**src/verilog/sysctl_pkg.sv**
```systemverilog
// Constants, encodings and types shared by the sleep and watchdog control block.
// Assumes one system clock, mclk, which is also the system clock of the core.
package sysctl_pkg;

  // I/O register addresses and field positions.
  localparam logic [7:0] ADDR_SELECT     = 8'hF0;
  localparam logic [7:0] ADDR_COMMAND    = 8'hF1;
  localparam int         DOG_EN_BIT      = 7;
  localparam int         PERIOD_HI       = 6;
  localparam int         PERIOD_LO       = 5;
  localparam int         MODE_HI         = 4;
  localparam int         MODE_LO         = 3;

  // Command bytes written to the command register.
  localparam logic [7:0] CMD_DOG_OFF     = 8'hB1;
  localparam logic [7:0] CMD_DOG_CLEAR   = 8'h4E;
  localparam logic [7:0] CMD_MODE_COMMIT = 8'hDB;

  typedef enum logic [1:0] {
    MODE_IDLE1 = 2'h0,
    MODE_IDLE2 = 2'h1,
    MODE_STOP  = 2'h2,
    MODE_RUN   = 2'h3
  } sleep_mode_t;

  typedef enum logic [2:0] {
    ST_AWAKE  = 3'b001,
    ST_ASLEEP = 3'b010,
    ST_NOP    = 3'b100
  } halt_state_t;

  // Reset values.
  localparam logic        RST_DOG_EN = 1'b1;
  localparam logic [1:0]  RST_PERIOD = 2'h3;
  localparam sleep_mode_t RST_MODE   = MODE_RUN;

  // Unit run-enable positions.
  localparam int UNIT_CLOCK_GEN = 0;
  localparam int UNIT_CPU       = 1;
  localparam int UNIT_TIMER     = 2;
  localparam int UNIT_SERPAR    = 3;
  localparam int UNIT_DOG       = 4;
  localparam int UNIT_CLOCK_OUT = 5;
  localparam int UNIT_W         = 6;

  // Timing.
  localparam int MCLK_PERIOD_NS         = 10;
  localparam int SYSTEM_CLOCK_PERIOD_NS = 10;
  localparam int DOG_PULSE_SYSCLK       = 5;
  localparam int DOG_PULSE_CYC =
    (DOG_PULSE_SYSCLK * SYSTEM_CLOCK_PERIOD_NS + MCLK_PERIOD_NS - 1) / MCLK_PERIOD_NS;
  localparam int DOG_CNT_W    = 24;
  localparam int DOG_PERIOD0  = 65536;
  localparam int DOG_PERIOD1  = 262144;
  localparam int DOG_PERIOD2  = 1048576;
  localparam int DOG_PERIOD3  = 4194304;

endpackage : sysctl_pkg

```
**src/verilog/dog_if.sv**
```systemverilog
// Carrier between the control top and its watchdog counter.
// Assumes both ends sit on mclk.
interface dog_if;
  logic       run;
  logic       tick;
  logic       clear;
  logic [1:0] periodSel;
  logic       expired;

  modport ctl (output run, output tick, output clear, output periodSel, input expired);
  modport ctr (input run, input tick, input clear, input periodSel, output expired);
endinterface : dog_if

```
**src/verilog/dog_counter.sv**
```systemverilog
// Watchdog period counter: counts enabled cycles and pulses on reaching the period.
// Assumes the control top drives run, tick, clear and the period select on mclk.
module dog_counter #(
  parameter int P0 = sysctl_pkg::DOG_PERIOD0,
  parameter int P1 = sysctl_pkg::DOG_PERIOD1,
  parameter int P2 = sysctl_pkg::DOG_PERIOD2,
  parameter int P3 = sysctl_pkg::DOG_PERIOD3
) (
  // Clock and reset
  input  wire logic mclk,
  input  wire logic rst_n,
  // Control side
  dog_if.ctr        dog
);
  localparam int W = sysctl_pkg::DOG_CNT_W;

  if (P0 < 2 || P1 < 2 || P2 < 2 || P3 < 2 || P0 >= 2**W || P1 >= 2**W || P2 >= 2**W
      || P3 >= 2**W)
  begin : g_check
    $error("dog_counter: period out of range");
  end

  typedef struct packed {
    logic [W-1:0] cnt;
    logic         expired;
  } ctr_state_t;

  ctr_state_t s_q;
  ctr_state_t s_d;
  logic [W-1:0] limit;

  always_comb
  begin
    case (dog.periodSel)
      2'h0:    limit = W'(P0 - 1);
      2'h1:    limit = W'(P1 - 1);
      2'h2:    limit = W'(P2 - 1);
      default: limit = W'(P3 - 1);
    endcase
    s_d = s_q;
    s_d.expired = 1'b0;
    // A clear restarts from zero and blocks the expiry pulse of the next cycle.
    if (dog.clear || !dog.run)
    begin
      s_d.cnt = '0;
    end
    else if (dog.tick)
    begin
      if (s_q.cnt == limit)
      begin
        s_d.cnt = '0;
        s_d.expired = 1'b1;
      end
      else
      begin
        s_d.cnt = s_q.cnt + W'(1);
      end
    end
  end

  always_ff @(posedge mclk)
  begin
    if (!rst_n)
      s_q <= '0;
    else
      s_q <= s_d;
  end

  assign dog.expired = s_q.expired;
endmodule : dog_counter

```
**src/verilog/watchdog_and_halt_mode_control.sv**
```systemverilog
// Sleep mode selection and watchdog for a small processor system.
// Assumes the core drives I/O strobes and halt pulses on mclk; the request pins are asynchronous.
// How it works
// - On halt, enter the committed sleep mode from bits 4:3 of F0.
// - Reset leaves the committed mode at Run.
// - Nonmaskable request, maskable request or reset ends the asleep state; the no-op halt cycle returns to sleep unless reset.
// - Maskable request taken only when enabled; nonmaskable starts handling except in the no-op halt cycle, which drops its edge.
// - Masked request while asleep: leave, run halt as no-op, sleep again.
// - New mode at F0 takes effect only with the commit byte at F1.
// - Idle-1 clock only; Idle-2 adds timer and clock out; Stop none; Run all.
// - Bit 7 of F0 enables the watchdog; bits 6:5 pick its period.
// - Watchdog stops only after enable cleared and then B1 written to F1.
// - Writing 4E to F1 restarts the watchdog count from zero.
// - An enabled watchdog not cleared in time drives its output low.
// - Toward the reset pin the low pulse lasts five system clocks.
// - Otherwise the output stays low until cleared or reset.
module watchdog_and_halt_mode_control #(
  parameter int DOG_CNT0 = sysctl_pkg::DOG_PERIOD0,
  parameter int DOG_CNT1 = sysctl_pkg::DOG_PERIOD1,
  parameter int DOG_CNT2 = sysctl_pkg::DOG_PERIOD2,
  parameter int DOG_CNT3 = sysctl_pkg::DOG_PERIOD3
) (
  // Clock and reset
  input  wire logic                          mclk,
  input  wire logic                          rst_n,
  // Core I/O access
  input  wire logic                          ioWrite,
  input  wire logic                          ioRead,
  input  wire logic [7:0]                    ioAddr,
  input  wire logic [7:0]                    ioWdata,
  output logic      [7:0]                    ioRdata,
  // Core status and request pins
  input  wire logic                          haltExec,
  input  wire logic                          irq_enabled_state,
  input  wire logic                          nmiReq_n,
  input  wire logic                          intReq_n,
  input  wire logic                          pulseToReset,
  // Sleep control outputs
  output logic                               asleep,
  output logic                               nmiTake,
  output logic                               intTake,
  output logic                               haltNop,
  output logic [sysctl_pkg::UNIT_W-1:0]      unitRun,
  // Watchdog pin
  output logic                               dog_timeout_n
);
  ////////////////////////////////////////////////////////////////////////////////////////
  typedef struct packed {
    logic                           dogEn;
    logic [1:0]                     period;
    logic [1:0]                     pendMode;
    sysctl_pkg::sleep_mode_t        mode;
    logic                           dogRun;
    sysctl_pkg::halt_state_t        st;
    logic [2:0]                     nmiSync;
    logic [1:0]                     intSync;
    logic [1:0]                     modeSync;
    logic                           latchLow;
    logic [3:0]                     pulseCnt;
    logic [7:0]                     rdata;
    logic [sysctl_pkg::UNIT_W-1:0]  units;
    logic                           nmiTake;
    logic                           intTake;
    logic                           haltNop;
  } state_t;

  state_t s_q;
  state_t s_d;
  dog_if  dog ();

  logic wrSel;
  logic wrCmd;
  logic nmiEdge;
  logic intReq;

  function automatic logic [sysctl_pkg::UNIT_W-1:0] unitsFor(
    input sysctl_pkg::halt_state_t st,
    input sysctl_pkg::sleep_mode_t m);
    logic [sysctl_pkg::UNIT_W-1:0] u;
    u = '0;
    if (st == sysctl_pkg::ST_AWAKE || m == sysctl_pkg::MODE_RUN)
      u = '1;
    else if (m == sysctl_pkg::MODE_IDLE1)
      u[sysctl_pkg::UNIT_CLOCK_GEN] = 1'b1;
    else if (m == sysctl_pkg::MODE_IDLE2)
    begin
      u[sysctl_pkg::UNIT_CLOCK_GEN] = 1'b1;
      u[sysctl_pkg::UNIT_TIMER]     = 1'b1;
      u[sysctl_pkg::UNIT_CLOCK_OUT] = 1'b1;
    end
    return u;
  endfunction : unitsFor

  assign wrSel   = ioWrite && (ioAddr == sysctl_pkg::ADDR_SELECT);
  assign wrCmd   = ioWrite && (ioAddr == sysctl_pkg::ADDR_COMMAND);
  assign nmiEdge = s_q.nmiSync[1] && !s_q.nmiSync[2];
  assign intReq  = s_q.intSync[1];

  ////////////////////////////////////////////////////////////////////////////////////////
  always_comb
  begin
    s_d = s_q;
    s_d.nmiSync  = {s_q.nmiSync[1], s_q.nmiSync[0], !nmiReq_n};
    s_d.intSync  = {s_q.intSync[0], !intReq_n};
    s_d.modeSync = {s_q.modeSync[0], pulseToReset};
    s_d.nmiTake  = 1'b0;
    s_d.intTake  = 1'b0;
    s_d.haltNop  = 1'b0;
    s_d.rdata    = 8'h00;
    if (ioRead && ioAddr == sysctl_pkg::ADDR_SELECT)
      s_d.rdata = {s_q.dogEn, s_q.period, s_q.pendMode, 3'h0};
    if (wrSel)
    begin
      s_d.dogEn    = ioWdata[sysctl_pkg::DOG_EN_BIT];
      s_d.period   = ioWdata[sysctl_pkg::PERIOD_HI:sysctl_pkg::PERIOD_LO];
      s_d.pendMode = ioWdata[sysctl_pkg::MODE_HI:sysctl_pkg::MODE_LO];
      if (ioWdata[sysctl_pkg::DOG_EN_BIT])
        s_d.dogRun = 1'b1;
    end
    if (wrCmd && ioWdata == sysctl_pkg::CMD_MODE_COMMIT)
      s_d.mode = sysctl_pkg::sleep_mode_t'(s_q.pendMode);
    // Two steps guard against a runaway program silencing the watchdog.
    if (wrCmd && ioWdata == sysctl_pkg::CMD_DOG_OFF && !s_q.dogEn)
      s_d.dogRun = 1'b0;

    case (s_q.st)
      sysctl_pkg::ST_AWAKE:
      begin
        if (nmiEdge)
          s_d.nmiTake = 1'b1;
        else if (intReq && irq_enabled_state)
          s_d.intTake = 1'b1;
        else if (haltExec)
          s_d.st = sysctl_pkg::ST_ASLEEP;
      end
      sysctl_pkg::ST_ASLEEP:
      begin
        if (nmiEdge)
        begin
          s_d.nmiTake = 1'b1;
          s_d.st      = sysctl_pkg::ST_AWAKE;
        end
        else if (intReq && irq_enabled_state)
        begin
          s_d.intTake = 1'b1;
          s_d.st      = sysctl_pkg::ST_AWAKE;
        end
        else if (intReq)
        begin
          s_d.haltNop = 1'b1;
          s_d.st      = sysctl_pkg::ST_NOP;
        end
      end
      sysctl_pkg::ST_NOP:
        s_d.st = sysctl_pkg::ST_ASLEEP;
      default:
        s_d.st = sysctl_pkg::ST_AWAKE;
    endcase
    s_d.units = unitsFor(s_d.st, s_d.mode);

    // Expiry wins over a clear in the same cycle; the counter only suppresses expiry in the cycle after a clear.
    if (dog.expired && s_q.modeSync[1])
      s_d.pulseCnt = 4'(sysctl_pkg::DOG_PULSE_CYC);
    else if (s_q.pulseCnt != 4'h0)
      s_d.pulseCnt = s_q.pulseCnt - 4'h1;
    if (dog.expired && !s_q.modeSync[1])
      s_d.latchLow = 1'b1;
    else if (wrCmd && ioWdata == sysctl_pkg::CMD_DOG_CLEAR)
      s_d.latchLow = 1'b0;
  end

  always_ff @(posedge mclk)
  begin
    if (!rst_n)
    begin
      s_q          <= '0;
      s_q.dogEn    <= sysctl_pkg::RST_DOG_EN;
      s_q.dogRun   <= sysctl_pkg::RST_DOG_EN;
      s_q.period   <= sysctl_pkg::RST_PERIOD;
      s_q.pendMode <= sysctl_pkg::RST_MODE;
      s_q.mode     <= sysctl_pkg::RST_MODE;
      s_q.st       <= sysctl_pkg::ST_AWAKE;
      s_q.units    <= '1;
    end
    else
      s_q <= s_d;
  end

  ////////////////////////////////////////////////////////////////////////////////////////
  // The watchdog only counts while its unit is clocked.
  assign dog.run       = s_q.dogRun;
  assign dog.tick      = s_q.units[sysctl_pkg::UNIT_DOG];
  assign dog.clear     = wrCmd && ioWdata == sysctl_pkg::CMD_DOG_CLEAR;
  assign dog.periodSel = s_q.period;

  dog_counter #(
    .P0 (DOG_CNT0),
    .P1 (DOG_CNT1),
    .P2 (DOG_CNT2),
    .P3 (DOG_CNT3)
  ) dog_counter_inst (
    .mclk  (mclk),
    .rst_n (rst_n),
    .dog   (dog)
  );

  assign ioRdata       = s_q.rdata;
  assign asleep        = s_q.st != sysctl_pkg::ST_AWAKE;
  assign nmiTake       = s_q.nmiTake;
  assign intTake       = s_q.intTake;
  assign haltNop       = s_q.haltNop;
  assign unitRun       = s_q.units;
  assign dog_timeout_n = !(s_q.latchLow || s_q.pulseCnt != 4'h0);
endmodule : watchdog_and_halt_mode_control

```
**config.mk**
```make
export PLATFORM = sky130hd
export DESIGN_NAME = watchdog_and_halt_mode_control
export DESIGN_NICKNAME = d
export VERILOG_FILES = /design/src/verilog/sysctl_pkg.sv /design/src/verilog/dog_if.sv /design/src/verilog/dog_counter.sv /design/src/verilog/watchdog_and_halt_mode_control.sv
export SDC_FILE = /design/constraint.sdc
export NUM_CORES = 1
export LEC_CHECK = 0
export BUFFER_PORTS_ARGS = -buffer_cell sky130_fd_sc_hd__buf_2
export CORE_ASPECT_RATIO = 1.2
export CORE_MARGIN = 2
export CORE_UTILIZATION = 30
export CTS_BUF_LIST = sky130_fd_sc_hd__clkbuf_8 sky130_fd_sc_hd__clkbuf_16
export DETAILED_ROUTE_END_ITERATION = 6
export GPL_ROUTABILITY_DRIVEN = 0
export GPL_TIMING_DRIVEN = 0
export PLACE_DENSITY = 0.49
export SYNTH_ARGS = -nofsm -noshare
export SYNTH_HDL_FRONTEND = slang
export SYNTH_SLANG_ARGS = --single-unit
```
**constraint.sdc**
```tcl
create_clock -name mclk -period 4.5 [get_ports mclk]
set_input_delay 0 -clock mclk [delete_from_list [all_inputs] [get_ports mclk]]
set_output_delay 0 -clock mclk [all_outputs]
set_load 0.02 [all_outputs]
```
==> impl_metrics.yaml <==
status:
  status: "finished clean"
floorplan:
  die_area_um2: 10200
  start_util: 0.310
  num_io_pins: 44
  core_um2: 9130
  num_rows: 38
  die_x_um: 92.7
  die_y_um: 110
drt:
  vias_per_cell: 4.92
  highest_layer: "met4"
  first_pass_iters: 4
  drcViolationCount: 0
  wl_met1_um: 2920
  finalWirelength_um: 6470
  dr_wl_met3_um: 291
  vias: 2481
  wl_per_cell_um: 12.8
  drt_first_iter_violations: 83
  postRouteAntennaNets: 0
  wl_met2_um: 3180
logic_synthesis:
  ys_seq_elements: 59
  synth-warning-count: 0
  synthFlopType: "dfxtp_1"
  synth.avg_cell_area_um2: 8.93
  yosys.cell_types.count: 51
  synth_edf_count: 0
  syn_inst: 317
  synthArstFlopShare: 0
  synth_area_um2: 2830
  ys_seq_area_frac: 0.417
place:
  dp_hpwl_um: 4740
  dp.cells: 479
  placed_area_um2: 3190
  numPortBuffers: 40
clock_network:
  cts_root_buf: "clkbuf_8"
  cts_resized: 0
  cts_max_level: 3
  worstSkewPairLatency_ns: 0.35
  cts_made_buffers: 9
  cts_num_sinks: 59
  cts_setup_buffers: 0
  hold_buffers: 9
  cts_buffer_depth: 2
  cts_tree: "built"
  cts.clk_slew.worst_paths_ns: 0.08
finish:
  synthToLayoutAreaGrowth_pct: 23.8
  fin_nets: 406
  fin_cells: 504
  final_layout_size_suffix_gt1_frac: 0.227
  postLayoutCoreUtil: 0.384
  diodes: 0
  final_area_um2: 3500
timing:
  setup_tns_ns: 0
  setup_violations: 0
  tightest_slew_ns: 0.782
  hold_ws_ns: 0.0303
  slew_viol_final: 0
  slew_headroom: 0.474
  timing.final.crit_period_ns: 2.32
  timing.fmax_mhz: 432
  period_share: 0.515
  hold_violations: 0
  skew_ns: 0.0126
  rsz0062_at_grt: "no"
pwr:
  p_int_uw: 935
  seqPwrFrac: 0.443
  switching_share: 0.259
  clkPwrFrac: 0.442
  p_leak_nw: 1.28
  power_per_cell_area_nw_per_um2: 360
  p_comb_frac: 0.115
  p_switching_uw: 327
  peakVddDrop_mv: 0.114
global_route:
  grt_pass1_vias: 2316
  grt_start_max_net_pins: 12
  grt_overflow: 0
  grt_pass1_wl_um: 10800
  track_usage: 0.132
  antenna_found_initial: 0
worst_setup_path:
  required_ns: 4.71
  worstSetupPathType: "reg -> reg"
  crit_fanout: 10
  cp_data_arrival_time_ns: 2.52
  crit_path_start_kind: "flop"
  worstSetupEndpointType: "flop"
run:
  maxCapViolations: 0
min_path:
  worstHoldPathType: "in -> reg"
-- metal layers --
| metal | global-route usage | up-vias |
|---|---|---|
| met5 | 0 | - |
| met4 | 0.0441 | 0 |
| met3 | 0.0430 | 5 |
| met2 | 0.221 | 47 |
| met1 | 0.157 | 1164 |
| li1 | - | 1265 |
-- layout make-up --
class / instances / area [um2]
clock buffers: 10 / 138
inverters: 12 / 45.0
plain buffers: 28 / 170
repair buffers: 49 / 290
flip-flops and latches: 59 / 1180
multi-input cells: 220 / 1440
fillers: 966 / 5620
clock inverters: 6 / 88.8
well taps: 120 / 150
-- cells by family after synthesis --
family / Yosys count / synth area share
simple gates: 145 / 0.298
flops: 59 / 0.417
compound gates: 52 / 0.140
buf+inv: 40 / 0.0760
xor+xnor: 13 / 0.0402
mux: 5 / 0.0181
fa+ha+maj: 2 / 0.00884
other cells: 1 / 0.00132
-- final timing paths --
check                          start                        to  slack (ns)  cells past startpoint
max reg2reg  dog_counter_inst.s_q[1]  dog_counter_inst.s_q[13]        2.18                      6
max          dog_counter_inst.s_q[1]  dog_counter_inst.s_q[13]        2.18                      6
min reg2reg                  s_d[27]                   s_d[28]        0.44                      1
min                         haltExec                   s_q[30]        0.03                      4
-- Yosys cell counts (5+ instances only) --
master / n / area [um2]
nand3_1: 14 / 70.1
a211oi_1: 9 / 67.6
or3_1: 7 / 43.8
inv_1: 12 / 45.0
and2_1: 14 / 87.6
o2111ai_1: 7 / 61.3
o21ai_0: 12 / 60.1
nor2_1: 14 / 52.6
nor2b_1: 6 / 37.5
nor3_1: 17 / 85.1
buf_4: 14 / 105
nand4_1: 13 / 81.3
clkbuf_1: 9 / 33.8
xnor2_1: 10 / 87.6
dfxtp_1: 59 / 1180
nor4_1: 5 / 31.3
o31ai_1: 6 / 45.0
nand2_1: 24 / 90.1
-- flip-flops by register name, summed over array words and instances (netlist names) --
name,flops
dog_counter_inst.s_q,24
s_q,15
ioRdata,5
s_d,4
unitRun,3
dog.periodSel,2
dog.run,1
dog_counter_inst.dog.expired,1
haltNop,1
intReq,1
intTake,1
nmiTake,1
-- through the flow --
step,setup slack [ns],total power [mW]
after floorplan,2.50,0.671
after global placement,2.21,0.709
final,2.18,1.26
after global routing,2.02,1.33
after CTS,2.16,1.28
after detailed placement,2.21,0.712
-- power by group through the flow --
stage / clock network [mW] / logic, mW / registers, mW
3_5_place_dp: 0 / 0.140 / 0.572
3_3_place_gp: 0 / 0.137 / 0.571
2_1_floorplan: 0 / 0.102 / 0.568
4_1_cts: 0.572 / 0.147 / 0.560
5_1_grt: 0.601 / 0.165 / 0.563
6_report: 0.558 / 0.145 / 0.560
-- critical path, cell delays in order, from the launching register on --
cell and delay, ns:
dfxtp_1 0.43, ha_1 0.25, and4_1 0.24, nand4_1 0.16, a2111oi_4 0.65, buf_2 0.37, nor3_1 0.09
-- cell usage in the layout, fill, tap and decap left out, drive strengths merged, types with 4 or more instances in the layout --
cell type / n
buf: 58
inv: 12
xnor2: 10
and4: 4
nand3: 14
nand4: 14
nand2: 25
clkbuf: 20
o2111ai: 7
and2: 14
or3: 7
dlygate4sd3: 9
a211oi: 12
nor2: 14
nor2b: 6
nor3: 17
nand2b: 4
or4: 7
o21ai: 13
dfxtp: 59
o31ai: 6
mux2i: 4
nor4: 6
Power figures use the tool's default switching activity.
